File: config.mk
export PLATFORM = sky130hd
export DESIGN_NAME = bldgc_top
export DESIGN_NICKNAME = d
export VERILOG_FILES = /design/src/rtl/bldgc_pkg.sv /design/src/rtl/bldgc_top.sv
export SDC_FILE = /design/constraint.sdc
export NUM_CORES = 1
export LEC_CHECK = 0
export ABC_AREA = 1
export ABC_CLOCK_PERIOD_IN_PS = 3000
export BUFFER_PORTS_ARGS = -buffer_cell sky130_fd_sc_hd__buf_2
export CAP_MARGIN = 20
export CORE_ASPECT_RATIO = 0.5
export CORE_UTILIZATION = 60
export CTS_CLUSTER_DIAMETER = 60
export DETAILED_ROUTE_END_ITERATION = 8
export HOLD_SLACK_MARGIN = 0.02
export PLACE_DENSITY = 0.81
export SLEW_MARGIN = 0
export SYNTH_ARGS = -nofsm -noshare
export SYNTH_HDL_FRONTEND = slang
export SYNTH_SLANG_ARGS = --single-unit
File: constraint.sdc
create_clock -name clk_sys_i -period 3 [get_ports clk_sys_i]
set_input_delay 0.45 -clock clk_sys_i [delete_from_list [all_inputs] [get_ports clk_sys_i]]
set_output_delay 0.45 -clock clk_sys_i [all_outputs]
set_load 0.03 [all_outputs]
File: src/rtl/bldgc_pkg.sv
// constants, register layouts and carrier types for the backlight controller
package bldgc_pkg;

    // ------------------------------------------------------------
    // register offsets
    // ------------------------------------------------------------
    localparam logic [7:0] ADDR_BL_CTRL = 8'h03;
    localparam logic [7:0] ADDR_MAIN_CUR = 8'h04;
    localparam logic [7:0] ADDR_SUB_CUR = 8'h05;
    localparam logic [7:0] ADDR_PIN_DIR = 8'h06;
    localparam logic [7:0] ADDR_PIN_DATA = 8'h07;
    localparam logic [7:0] ADDR_EXT_GATE = 8'h2B;

    // ------------------------------------------------------------
    // reset values and fixed codes
    // ------------------------------------------------------------
    localparam logic [7:0] RST_REG = 8'h00;
    localparam logic [7:0] UNMAPPED_DATA = 8'h00;
    localparam logic [7:0] CODE_MAX = 8'hFF;

    // ------------------------------------------------------------
    // timing
    // ------------------------------------------------------------
    localparam longint FADE_SLOW_NS = 1300000000;
    localparam longint FADE_FAST_NS = 650000000;
    localparam longint CLK_PERIOD_NS = 5;
    localparam longint FADE_STEPS = 255;
    // full scale is 255 steps, so one step interval is a 255th of the ramp
    localparam longint STEP_SLOW_CYC = FADE_SLOW_NS / (FADE_STEPS * CLK_PERIOD_NS);
    localparam longint STEP_FAST_CYC = FADE_FAST_NS / (FADE_STEPS * CLK_PERIOD_NS);
    localparam int CNT_W = 20;

    typedef logic [CNT_W-1:0] bldgc_cnt_t;

    // ------------------------------------------------------------
    // register layouts
    // ------------------------------------------------------------
    typedef struct packed {
        logic [1:0] rsvd;
        logic fade_fast;
        logic fade_sub_sel;
        logic fade_en;
        logic shared_display_mode;
        logic main_en;
        logic sub_en;
    } bldgc_ctrl_t;

    typedef struct packed {
        logic [2:0] rsvd_hi;
        logic pwm_pin_en;
        logic rsvd_lo;
        logic [2:0] pin_direction_bits;
    } bldgc_pin_dir_t;

    typedef struct packed {
        logic [5:0] rsvd;
        logic main_gate;
        logic sub_gate;
    } bldgc_ext_gate_t;

    // ------------------------------------------------------------
    // carriers
    // ------------------------------------------------------------
    typedef struct packed {
        logic wr;
        logic [7:0] addr;
        logic [7:0] wdata;
    } bldgc_reg_req_t;

    typedef struct packed {
        logic on;
        logic [7:0] code;
    } bldgc_sink_t;

endpackage

File: src/rtl/bldgc_top.sv
// backlight sink control, fade ramps, external gating and three-pin port
//
// Behaviour
// separate 8-bit current codes for main and sub sinks, 0.1 mA per step
// main code at 0x04, sub code at 0x05; zero off, all-ones full
// shared display bit set drives both sinks from the main code
// control bit 1 enables main sink, bit 0 enables sub sink
// gating bits in 0x2B make a sink follow external PWM input
// PWM input active high; gated sink conducts only while it is high
// PWM-pin enable makes pin 0 the PWM input, overriding its direction
// only pin 0 may serve as PWM input; pins 1, 2 plain
// fade enable ramps a newly written code instead of applying it
// fade rate bit: 0 gives 1.3 s, 1 gives 0.65 s full scale
// smaller code changes fade in proportionally shorter time
// fade select bit: 0 fades main sink, 1 fades sub sink
// shared display with fade select 0 fades both sinks together
// software loads code, rate, select, enable, then target, in order
// bits 2:0 of 0x06 set pin directions, 1 output, 0 input
// output pin drives its bit from data register 0x07
// data register reads sampled pin levels whatever the direction
// a register write takes effect on the final acknowledge edge
// write is device address, register select byte, then one data byte
// fade steps active code by one per interval, 255 steps full scale
`timescale 1ns/1ps
module bldgc_top #(
    parameter bldgc_pkg::bldgc_cnt_t STEP_SLOW =
        bldgc_pkg::bldgc_cnt_t'(bldgc_pkg::STEP_SLOW_CYC),
    parameter bldgc_pkg::bldgc_cnt_t STEP_FAST =
        bldgc_pkg::bldgc_cnt_t'(bldgc_pkg::STEP_FAST_CYC)
) (
    input wire logic clk_sys_i,
    input wire logic srst_i,
    input wire logic ce_i,
    input wire bldgc_pkg::bldgc_reg_req_t reg_req_i,
    output bldgc_pkg::bldgc_sink_t main_sink_o,
    output bldgc_pkg::bldgc_sink_t sub_sink_o,
    output logic [7:0] reg_rdata_o,
    input wire logic [2:0] gpio_in_i,
    output logic [2:0] gpio_out_o,
    output logic [2:0] gpio_oe_o
);

    // ------------------------------------------------------------
    // helpers
    // ------------------------------------------------------------
    function automatic logic [7:0] step_toward(input logic [7:0] act,
                                               input logic [7:0] tgt);
        logic [7:0] res;
        res = act;
        if (act < tgt) begin
            res = act + 8'h01;
        end else if (act > tgt) begin
            res = act - 8'h01;
        end
        return res;
    endfunction

    function automatic logic wr_hit(input bldgc_pkg::bldgc_reg_req_t req,
                                    input logic [7:0] addr);
        return req.wr && (req.addr == addr);
    endfunction

    // ------------------------------------------------------------
    // register file
    // ------------------------------------------------------------
    bldgc_pkg::bldgc_ctrl_t ctrl;
    logic [7:0] main_code;
    logic [7:0] sub_code;
    bldgc_pkg::bldgc_pin_dir_t pin_dir;
    logic [2:0] pin_data_out;
    bldgc_pkg::bldgc_ext_gate_t ext_gate;

    // the serial port raises wr on the final acknowledge edge
    // write commits on strobe
    always_ff @(posedge clk_sys_i) begin
        if (srst_i) begin
            ctrl <= bldgc_pkg::bldgc_ctrl_t'(bldgc_pkg::RST_REG);
            pin_dir <= bldgc_pkg::bldgc_pin_dir_t'(bldgc_pkg::RST_REG);
            ext_gate <= bldgc_pkg::bldgc_ext_gate_t'(bldgc_pkg::RST_REG);
        end else if (ce_i) begin
            if (wr_hit(reg_req_i, bldgc_pkg::ADDR_BL_CTRL)) begin
                ctrl <= bldgc_pkg::bldgc_ctrl_t'({2'h0,
                                                  reg_req_i.wdata[5:0]});
            end
            if (wr_hit(reg_req_i, bldgc_pkg::ADDR_PIN_DIR)) begin
                pin_dir <= bldgc_pkg::bldgc_pin_dir_t'({3'h0,
                    reg_req_i.wdata[4], 1'h0, reg_req_i.wdata[2:0]});
            end
            if (wr_hit(reg_req_i, bldgc_pkg::ADDR_EXT_GATE)) begin
                ext_gate <= bldgc_pkg::bldgc_ext_gate_t'({6'h00,
                                                          reg_req_i.wdata[1:0]});
            end
        end
    end

    // two current codes
    always_ff @(posedge clk_sys_i) begin
        if (srst_i) begin
            main_code <= bldgc_pkg::RST_REG;
            sub_code <= bldgc_pkg::RST_REG;
        end else if (ce_i) begin
            // code register decode
            if (wr_hit(reg_req_i, bldgc_pkg::ADDR_MAIN_CUR)) begin
                main_code <= reg_req_i.wdata;
            end
            if (wr_hit(reg_req_i, bldgc_pkg::ADDR_SUB_CUR)) begin
                sub_code <= reg_req_i.wdata;
            end
        end
    end

    // output data latch
    always_ff @(posedge clk_sys_i) begin
        if (srst_i) begin
            pin_data_out <= bldgc_pkg::RST_REG[2:0];
        end else if (ce_i) begin
            if (wr_hit(reg_req_i, bldgc_pkg::ADDR_PIN_DATA)) begin
                pin_data_out <= reg_req_i.wdata[2:0];
            end
        end
    end

    // ------------------------------------------------------------
    // pin input synchronisers
    // ------------------------------------------------------------
    logic [2:0] pin_s1;
    logic [2:0] pin_s2;
    logic [2:0] pin_s3;
    logic [2:0] pin_lvl;

    // a level counts only once stages two and three agree
    always_ff @(posedge clk_sys_i) begin
        if (srst_i) begin
            pin_s1 <= 3'h0;
            pin_s2 <= 3'h0;
            pin_s3 <= 3'h0;
            pin_lvl <= 3'h0;
        end else if (ce_i) begin
            pin_s1 <= gpio_in_i;
            pin_s2 <= pin_s1;
            pin_s3 <= pin_s2;
            // sampled pin levels
            for (int i = 0; i < 3; i++) begin
                if (pin_s2[i] == pin_s3[i]) begin
                    pin_lvl[i] <= pin_s3[i];
                end
            end
        end
    end

    // ------------------------------------------------------------
    // external PWM source
    // ------------------------------------------------------------
    logic pwm_lvl;

    // only pin 0 feeds the PWM path
    // with the pin not taken over, gated sinks see a low input
    assign pwm_lvl = pin_dir.pwm_pin_en & pin_lvl[0];

    // ------------------------------------------------------------
    // pin drivers
    // ------------------------------------------------------------
    always_ff @(posedge clk_sys_i) begin
        if (srst_i) begin
            gpio_out_o <= 3'h0;
            gpio_oe_o <= 3'h0;
        end else if (ce_i) begin
            // per-pin direction
            gpio_oe_o[2:1] <= pin_dir.pin_direction_bits[2:1];
            // PWM use forces pin 0 to input
            gpio_oe_o[0] <= pin_dir.pin_direction_bits[0] &
                            ~pin_dir.pwm_pin_en;
            // drive data bits
            gpio_out_o <= pin_data_out;
        end
    end

    // ------------------------------------------------------------
    // fade engine
    // ------------------------------------------------------------
    logic [7:0] main_act;
    logic [7:0] sub_act;
    logic main_fading;
    logic sub_fading;
    logic ramp_busy;
    logic step_tick;
    bldgc_pkg::bldgc_cnt_t step_cnt;
    bldgc_pkg::bldgc_cnt_t step_limit;

    // fade target selection
    // shared mode fades main, which drives both sinks
    assign main_fading = ctrl.fade_en & ~ctrl.fade_sub_sel;
    assign sub_fading = ctrl.fade_en & ctrl.fade_sub_sel;
    assign ramp_busy = (main_fading && (main_act != main_code)) ||
                       (sub_fading && (sub_act != sub_code));

    // rate select
    assign step_limit = ctrl.fade_fast ? STEP_FAST : STEP_SLOW;
    // >= so a rate change mid-interval cannot strand the counter
    assign step_tick = ramp_busy &&
                       (step_cnt >= step_limit - bldgc_pkg::bldgc_cnt_t'(1));

    // step interval counter
    always_ff @(posedge clk_sys_i) begin
        if (srst_i) begin
            step_cnt <= '0;
        end else if (ce_i) begin
            if (!ramp_busy || step_tick) begin
                step_cnt <= '0;
            end else begin
                step_cnt <= step_cnt + bldgc_pkg::bldgc_cnt_t'(1);
            end
        end
    end

    // ramp or apply at once
    // one count per tick keeps time proportional to the change
    always_ff @(posedge clk_sys_i) begin
        if (srst_i) begin
            main_act <= bldgc_pkg::RST_REG;
            sub_act <= bldgc_pkg::RST_REG;
        end else if (ce_i) begin
            if (!main_fading) begin
                main_act <= main_code;
            end else if (step_tick) begin
                main_act <= step_toward(main_act, main_code);
            end
            if (!sub_fading) begin
                sub_act <= sub_code;
            end else if (step_tick) begin
                sub_act <= step_toward(sub_act, sub_code);
            end
        end
    end

    // ------------------------------------------------------------
    // sink drive
    // ------------------------------------------------------------
    always_ff @(posedge clk_sys_i) begin
        if (srst_i) begin
            main_sink_o <= '0;
            sub_sink_o <= '0;
        end else if (ce_i) begin
            // per-sink enables
            // gated sinks follow the PWM input
            // active high gating
            main_sink_o.on <= ctrl.main_en & (~ext_gate.main_gate | pwm_lvl);
            sub_sink_o.on <= ctrl.sub_en & (~ext_gate.sub_gate | pwm_lvl);
            main_sink_o.code <= main_act;
            // shared display uses main code
            sub_sink_o.code <= ctrl.shared_display_mode ? main_act : sub_act;
        end
    end

    // ------------------------------------------------------------
    // read back
    // ------------------------------------------------------------
    logic [7:0] next_rdata;

    always_comb begin
        if (reg_req_i.addr == bldgc_pkg::ADDR_BL_CTRL) begin
            next_rdata = ctrl;
        end else if (reg_req_i.addr == bldgc_pkg::ADDR_MAIN_CUR) begin
            next_rdata = main_code;
        end else if (reg_req_i.addr == bldgc_pkg::ADDR_SUB_CUR) begin
            next_rdata = sub_code;
        end else if (reg_req_i.addr == bldgc_pkg::ADDR_PIN_DIR) begin
            next_rdata = pin_dir;
        end else if (reg_req_i.addr == bldgc_pkg::ADDR_PIN_DATA) begin
            // pin levels, not the latch
            next_rdata = {5'h00, pin_lvl};
        end else if (reg_req_i.addr == bldgc_pkg::ADDR_EXT_GATE) begin
            next_rdata = ext_gate;
        end else begin
            next_rdata = bldgc_pkg::UNMAPPED_DATA;
        end
    end

    always_ff @(posedge clk_sys_i) begin
        if (srst_i) begin
            reg_rdata_o <= bldgc_pkg::RST_REG;
        end else if (ce_i) begin
            reg_rdata_o <= next_rdata;
        end
    end

    // ------------------------------------------------------------
    // assertions
    // ------------------------------------------------------------
    a_main_code_write: assert property (
        @(posedge clk_sys_i) disable iff (srst_i)
        ce_i && wr_hit(reg_req_i, bldgc_pkg::ADDR_MAIN_CUR)
        |=> main_code == $past(reg_req_i.wdata))
        else $error("main code not stored");

    a_sub_code_write: assert property (
        @(posedge clk_sys_i) disable iff (srst_i)
        ce_i && wr_hit(reg_req_i, bldgc_pkg::ADDR_SUB_CUR)
        |=> sub_code == $past(reg_req_i.wdata))
        else $error("sub code not stored");

    a_shared_drive_code: assert property (
        @(posedge clk_sys_i) disable iff (srst_i)
        ce_i && ctrl.shared_display_mode |=> sub_sink_o.code == $past(main_act))
        else $error("sub sink not on main code");

    a_sink_enable_off: assert property (
        @(posedge clk_sys_i) disable iff (srst_i)
        ce_i && !ctrl.main_en |=> !main_sink_o.on)
        else $error("main sink on while disabled");

    a_gate_low_off: assert property (
        @(posedge clk_sys_i) disable iff (srst_i)
        ce_i && ext_gate.sub_gate && !pwm_lvl |=> !sub_sink_o.on)
        else $error("gated sink on with pwm low");

    a_gate_high_on: assert property (
        @(posedge clk_sys_i) disable iff (srst_i)
        ce_i && ctrl.main_en && ext_gate.main_gate && pwm_lvl
        |=> main_sink_o.on)
        else $error("gated sink off with pwm high");

    a_pin0_pwm_override: assert property (
        @(posedge clk_sys_i) disable iff (srst_i)
        ce_i && pin_dir.pwm_pin_en |=> !gpio_oe_o[0])
        else $error("pin 0 driven while pwm input");

    a_pin_out_drive: assert property (
        @(posedge clk_sys_i) disable iff (srst_i)
        ce_i && pin_dir.pin_direction_bits[1]
        |=> gpio_oe_o[1] && gpio_out_o[1] == $past(pin_data_out[1]))
        else $error("pin 1 not driving data bit");

    a_pin_data_read: assert property (
        @(posedge clk_sys_i) disable iff (srst_i)
        ce_i && reg_req_i.addr == bldgc_pkg::ADDR_PIN_DATA
        |=> reg_rdata_o == {5'h00, $past(pin_lvl)})
        else $error("pin data read not pin level");

    a_nofade_direct: assert property (
        @(posedge clk_sys_i) disable iff (srst_i)
        ce_i && !main_fading |=> main_act == $past(main_code))
        else $error("unfaded code not applied at once");

    a_fade_hold_step: assert property (
        @(posedge clk_sys_i) disable iff (srst_i)
        ce_i && main_fading && !step_tick |=> $stable(main_act))
        else $error("fade moved without a tick");

    a_fade_one_count: assert property (
        @(posedge clk_sys_i) disable iff (srst_i)
        ce_i && main_fading && step_tick && main_act < main_code
        |=> main_act == $past(main_act) + 8'h01)
        else $error("fade step not one count");

    a_rate_interval: assert property (
        @(posedge clk_sys_i) disable iff (srst_i)
        step_cnt < STEP_SLOW)
        else $error("step counter beyond slow interval");

endmodule

==> results.json, run 1 <==
{
  "cp-start-kind": "flip-flop",
  "vdd_drop_max_uv": 258,
  "final-hold-violation-count": 0,
  "fillers": 834,
  "critPathBufInv": 1,
  "layout_worst_path_cycle_share_pct": 90.4,
  "grt_busiest_layer": "met2",
  "r2r_slack_ns": 0.29,
  "synthArstFlopShare_pct": 0,
  "gr-total-overflow": 0,
  "synth_enable_flop_cells": 0,
  "path_class": "reg2reg",
  "grt_first_pass_wirelength_um": 25000,
  "slowest_stage": "dfxtp_1",
  "r2r-end": "sub_act[6]",
  "clock_latency_ns": 0.36,
  "syn_area_um2": 5990,
  "fin_total_pwr_uw": 3100,
  "syn_nets": 892,
  "initial_core_util_pct": 62.6,
  "cts_root_buf": "clkbuf_16",
  "synth.avg_cell_area_um2": 7.25,
  "fin_nets": 938,
  "drive_gt1_share_pct": 13.0,
  "drv_slew": 0,
  "cp-end-kind": "flip-flop",
  "post_cts_buffers": 0,
  "ant_nets": 0,
  "cp_common_cell": "nand2_1",
  "clkSlewWorstSetupHoldPaths_ns": 0.08,
  "power.density_nw_per_um2": 465,
  "cts_resized": 0,
  "grt_pass1_vias": 5110,
  "regArea_um2": 2220,
  "worstMarginPinSlew_ns": 0.643,
  "hold_ws_ns": 0.316,
  "mostFrequentLayoutCells": "nand2_1 (152), dfxtp_1 (110), a21oi_1 (96), inv_1 (89), nor2_1 (86)",
  "setup_violations": 0,
  "met3_usage_pct": 7.94,
  "fin_setup_tns_ns": 0,
  "dp_hpwl_um": 11100,
  "dieArea_um2": 10400,
  "die_h_um": 72.7,
  "required_ns": 3.25,
  "utilization_pct": 69.8,
  "cp_max_fo": 9,
  "ys_ff_latch": 111,
  "crit_path_max_incr_delay_ns": 0.49,
  "final_common_cell": "nand2_1",
  "max_freq_mhz": 369,
  "vias": 5654,
  "area_growth_pct": 11.5,
  "pin_count": 55,
  "drtPass1Iterations": 5,
  "die_w_um": 143,
  "yosys.area.top_type": "dfxtp_1",
  "skew_ns": 0.0123,
  "drt_wl_total_um": 15200,
  "path_cells": "ha_1 -> nand2_1 -> nand2_1 -> nand2_1 -> nand2_1 -> nand2_1 -> nand2_2 -> ha_1 -> inv_1 -> o21bai_1 -> nand2_1 -> nand3_1 -> or2_2 -> nand3_1 -> o21ai_0 -> o21ai_0 -> nor2_1",
  "grt_max_degree": 74,
  "synth_area_leaders": "dfxtp_1 (37%), nand2_1 (9.7%), ha_1 (8.6%), a21oi_1 (8.0%), o21ai_0 (7.1%)",
  "drc": 0,
  "worst_slack_ns": 0.289,
  "grt_use_met2_pct": 49.9,
  "p_leak_uw": 0.00290,
  "pre_cts_slack_ns": 0.217,
  "wl_per_cell_um": 15.0,
  "multi_input_area_um2": 3290,
  "synth_warnings": 0,
  "gp_congestion": 0.943,
  "finalCriticalPeriod_ns": 2.71,
  "holdPathEnd": "pin_s1[0]",
  "cts_tree": "done",
  "antenna_found_initial": 0,
  "crit_family": "simple AND/OR/NAND/NOR gates",
  "htree_levels": 3,
  "core_area_um2": 9570,
  "numClockSinks": 111,
  "yosysSeqAreaShare_pct": 37.1,
  "grt_util_all_layers_pct": 31.1,
  "maxCapViolCount": 0,
  "slew_headroom_pct": 57.1,
  "rsz0062_at_grt": "false",
  "yosys.cell_types.count": 45,
  "io_buffers": 54,
  "insertedDiodeCount": 0,
  "cts_buffers": 9,
  "cts-hold-fix-buffers": 0,
  "hp-class": "in2reg",
  "vias_per_cell": 5.59,
  "synth_top_area_share_pct": 37.1,
  "cts_buffer_depth": 2,
  "rows": 25,
  "drt_iter0_drc": 488,
  "grt_use_met1_pct": 41.7,
  "rr_startpoint": "sub_act[1]",
  "status": "finished, final reports clean",
  "min_from": "gpio_in_i[0]",
  "arrival_ns": 2.96,
  "syn_inst": 826,
  "worst_r2r_path_depth": 17,
  "synthFlopType": "dfxtp_1",
  "hold_path_depth": 3
}
==> cells in the mapped netlist (all sizes together) (8+ instances only) <==
cell type	count
nor3	8
clkbuf	18
dfxtp	111
nand2	162
inv	93
nand3	31
buf	8
nand4	16
ha	41
nor2	92
o22ai	8
a21oi	98
o21ai	92
xor2	14
==> registers in the layout, summed over array words and instances, names as in the netlist <==
| name | count |
|---|---|
| reg_rdata_o | 8 |
| pin_s2 | 3 |
| ctrl | 6 |
| step_cnt | 20 |
| pin_s3 | 3 |
| pin_dir | 4 |
| sub_act | 8 |
| main_sink_o | 9 |
| pin_lvl | 3 |
| gpio_out_o | 3 |
| sub_sink_o | 9 |
| ext_gate | 2 |
| pin_data_out | 3 |
| main_act | 8 |
| sub_code | 8 |
| gpio_oe_o | 3 |
| pin_s1 | 3 |
| main_code | 8 |
==> cells by family after synthesis <==
logic type      after synthesis  share of synthesized area (%)
simple gates                320                           24.1
compound gates              213                           18.9
buf+inv                     121                           7.98
flops                       111                           37.1
fa+ha+maj                    43                           9.23
xor+xnor                     18                           2.63
==> how the worst max path moves through the flow <==
stage	from	end	slack, ns	depth (start not counted)
2_1_floorplan	main_act[1]	main_act[6]	0.50	17
3_3_place_gp	main_act[0]	main_act[6]	0.32	17
3_5_place_dp	sub_act[1]	sub_act[6]	0.22	17
4_1_cts	main_act[1]	main_act[6]	0.21	17
5_1_grt	main_act[0]	main_act[6]	0.01	17
6_report	sub_act[1]	sub_act[6]	0.29	17
==> layer usage <==
| metal | share of wire [%] | vias to the layer above | wire [um] |
|---|---|---|---|
| met5 | 0 | - | 0 |
| met4 | 1.5 | 0 | 225 |
| met3 | 8.3 | 23 | 1260 |
| met2 | 45 | 194 | 6860 |
| met1 | 45 | 2604 | 6840 |
| li1 | - | 2833 | - |
==> worst min-delay path: stages <==
cell	delay [ns]
buf_2	0.07
nor2_1	0.03
nor2_1	0.08
==> through the flow <==
step / instance area, um2 / std cells
final: 6680 / 1012
after floorplan: 5990 / 826
after detailed placement: 6360 / 996
after global routing: 6680 / 1012
after CTS: 6670 / 1012
after global placement: 6360 / 996
==> area by class of cell <==
| class | instances | share of cell area [%] |
|---|---|---|
| clock buffers | 11 | 3.79 |
| clock inverters | 5 | 0.843 |
| inverters | 95 | 5.36 |
| multi-input cells | 594 | 49.3 |
| flip-flops and latches | 111 | 33.3 |
| well taps | 135 | 2.53 |
| repair buffers | 61 | 4.84 |
==> where the power goes <==
group / switching, uW / total (uW) / leakage [uW] / internal (uW)
combinational: 241 / 351 / 0.00185 / 110
clock: 595 / 1230 / 0.000153 / 635
sequential: 20.7 / 1520 / 0.000902 / 1500
(Power assumes the default switching activity.)
==> run 2, diff against run 1 <==
--- a/config.mk
+++ b/config.mk
@@ -6,15 +6,17 @@
 export NUM_CORES = 1
 export LEC_CHECK = 0
 export ABC_AREA = 1
-export ABC_CLOCK_PERIOD_IN_PS = 3000
 export BUFFER_PORTS_ARGS = -buffer_cell sky130_fd_sc_hd__buf_2
 export CAP_MARGIN = 20
+export CELL_PAD_IN_SITES_DETAIL_PLACEMENT = 0
+export CELL_PAD_IN_SITES_GLOBAL_PLACEMENT = 1
 export CORE_ASPECT_RATIO = 0.5
-export CORE_UTILIZATION = 60
+export CORE_UTILIZATION = 44
 export CTS_CLUSTER_DIAMETER = 60
 export DETAILED_ROUTE_END_ITERATION = 8
 export HOLD_SLACK_MARGIN = 0.02
-export PLACE_DENSITY = 0.81
+export PLACE_DENSITY = 0.82
+export SKIP_LAST_GASP = 1
 export SLEW_MARGIN = 0
 export SYNTH_ARGS = -nofsm -noshare
 export SYNTH_HDL_FRONTEND = slang
==> run 2 against run 1 <==
  * Flip-flop and latch count unchanged
  * Non-clock buffer count is 9 higher
  * Register-to-register slack about the same
  * Sequential power barely moved
  * Critical path type unchanged
  * Largest power group unchanged
==> results.json, run 2 (synthesized netlist as in run 1, its figures left out) <==
{
  "status": "finished, final reports clean",
  "hold_ws_ns": 0.316,
  "slowest_stage": "ha_1",
  "regArea_um2": 2220,
  "cts_tree": "done",
  "post_cts_buffers": 0,
  "worstMarginPinSlew_ns": 0.518,
  "r2r-end": "main_act[6]",
  "route.met2.wl_um": 6880,
  "grt_max_degree": 54,
  "drc": 0,
  "ant_nets": 0,
  "worst_r2r_path_depth": 17,
  "dp_hpwl_um": 12000,
  "drt_wl_total_um": 16000,
  "io_buffers": 54,
  "power.density_nw_per_um2": 458,
  "multi_input_area_um2": 3290,
  "crit_path_max_incr_delay_ns": 0.36,
  "dieArea_um2": 14100,
  "vias": 5491,
  "reg_top3": "step_cnt (20), main_sink_o (9), sub_sink_o (9)",
  "min_from": "gpio_in_i[2]",
  "grt_util_all_layers_pct": 24.0,
  "pin_count": 55,
  "drtPass1Iterations": 5,
  "layout_worst_path_cycle_share_pct": 90.0,
  "cts_buffer_depth": 2,
  "antenna_found_initial": 0,
  "cts_root_buf": "clkbuf_16",
  "cp-start-kind": "flip-flop",
  "rows": 29,
  "drv_slew": 0,
  "path_class": "reg2reg",
  "area_growth_pct": 13.3,
  "p_leak_uw": 0.00295,
  "arrival_ns": 2.95,
  "mostFrequentLayoutCells": "nand2_1 (152), dfxtp_1 (110), a21oi_1 (96), inv_1 (89), nor2_1 (86)",
  "gp_congestion": 0.862,
  "drive_gt1_share_pct": 14.0,
  "fin_nets": 947,
  "top_register": "step_cnt",
  "final-hold-violation-count": 0,
  "fin_setup_tns_ns": 0,
  "insertedDiodeCount": 0,
  "rsz0062_at_grt": "false",
  "hp-class": "in2reg",
  "wl_per_cell_um": 15.2,
  "initial_core_util_pct": 46.2,
  "die_w_um": 167,
  "gr-total-overflow": 0,
  "vdd_drop_max_uv": 294,
  "cts_buffers": 9,
  "htree_levels": 3,
  "cp_common_cell": "inv_1",
  "fillers": 1331,
  "hold_path_depth": 3,
  "route.top_layer_used": "met4",
  "setup_violations": 0,
  "clock_latency_ns": 0.36,
  "clkSlewWorstSetupHoldPaths_ns": 0.08,
  "final_common_cell": "nand2_1",
  "path_cells": "inv_1 -> ha_1 -> nand2_1 -> inv_1 -> nor2_1 -> o21a_1 -> nand2_2 -> ha_1 -> inv_1 -> o21bai_1 -> nand2_1 -> nand3_1 -> or2_2 -> nand3_1 -> o21ai_0 -> o21ai_0 -> nor2_1",
  "largest_reg_flops": 20,
  "finalCriticalPeriod_ns": 2.70,
  "core_area_um2": 13000,
  "maxCapViolCount": 0,
  "numClockSinks": 111,
  "vias_per_cell": 5.20,
  "drt_iter0_drc": 311,
  "cp_max_fo": 9,
  "max_freq_mhz": 371,
  "cp-end-kind": "flip-flop",
  "wl_met3_um": 739,
  "wl_met1_um": 8300,
  "rr_startpoint": "main_code[7]",
  "skew_ns": 0.0142,
  "slew_headroom_pct": 65.5,
  "holdPathEnd": "pin_s1[2]",
  "die_h_um": 84.5,
  "r2r_slack_ns": 0.30,
  "grt_pass1_vias": 5159,
  "cts-hold-fix-buffers": 0,
  "required_ns": 3.26,
  "grt_first_pass_wirelength_um": 26500
}
run 2: cell count changes in the layout (fill, tap and decap cells not counted):
cell	delta
buf_4	+9
clkbuf_8	-1
clkinv_1	-1
clkinv_8	+1
inv_2	+1
inv_6	+1
inv_8	-1
run 2: power breakdown:
| group | switching, uW | internal (uW) |
|---|---|---|
| combinational | 245 | 114 |
| sequential | 17.9 | 1500 |
| clock | 613 | 617 |
| total | 875 | 2230 |
run 2: repair_timing:
| item | 4_1_cts | 5_1_grt |
|---|---|---|
| endpoints found under the hold margin | 0 | 0 |
| endpoints found under the setup margin | 0 | 4 |
| resized for setup | 0 | 3 |
run 2: metrics by stage:
step / util, % / setup WS, ns / total power, uW / instance area (um2) / instances
floorplan: - / 0.495 / 1800 / 5990 / 826
global placement: 50.0 / 0.309 / 1910 / 6470 / 1040
detailed placement: 50.0 / 0.166 / 1910 / 6470 / 1040
CTS: 52.4 / 0.144 / 3140 / 6780 / 1056
global route: 52.4 / 0.0741 / 3240 / 6790 / 1056
finish: 52.4 / 0.301 / 3110 / 6790 / 1056
run 2: worst max-delay path, delay by kind of cell, from the launching register on:
family,cells,cell delay (ns)
compound gates,4,0.50
buf+inv,3,0.23
simple gates,8,0.87
fa+ha+maj,2,0.68
flops,1,0.33
run 2: cell type report:
cell class / instances / area share (%)
Multi-Input combinational cell: 594 / 48.5
Sequential cell: 111 / 32.8
Timing Repair Buffer: 70 / 5.75
Inverter: 95 / 5.27
Clock buffer: 10 / 3.52
Tap cell: 170 / 3.13
Clock inverter: 6 / 1.03
run 2: metal layers:
metal,vias to the layer above,track usage [%]
li1,2853,-
met1,2532,34.4
met2,97,37.3
met3,9,5.04
met4,0,4.80
met5,-,0
run 2: how the worst max path moves through the flow:
stage | to | startpoint | slack, ns | cells after the start
detailed placement | main_act[6] | main_act[1] | 0.17 | 17
CTS | main_act[6] | main_act[1] | 0.14 | 17
finish | main_act[6] | main_code[7] | 0.30 | 17
floorplan | main_act[6] | main_act[1] | 0.50 | 17
global route | sub_act[6] | sub_act[1] | 0.07 | 17
global placement | main_act[6] | main_act[1] | 0.31 | 17
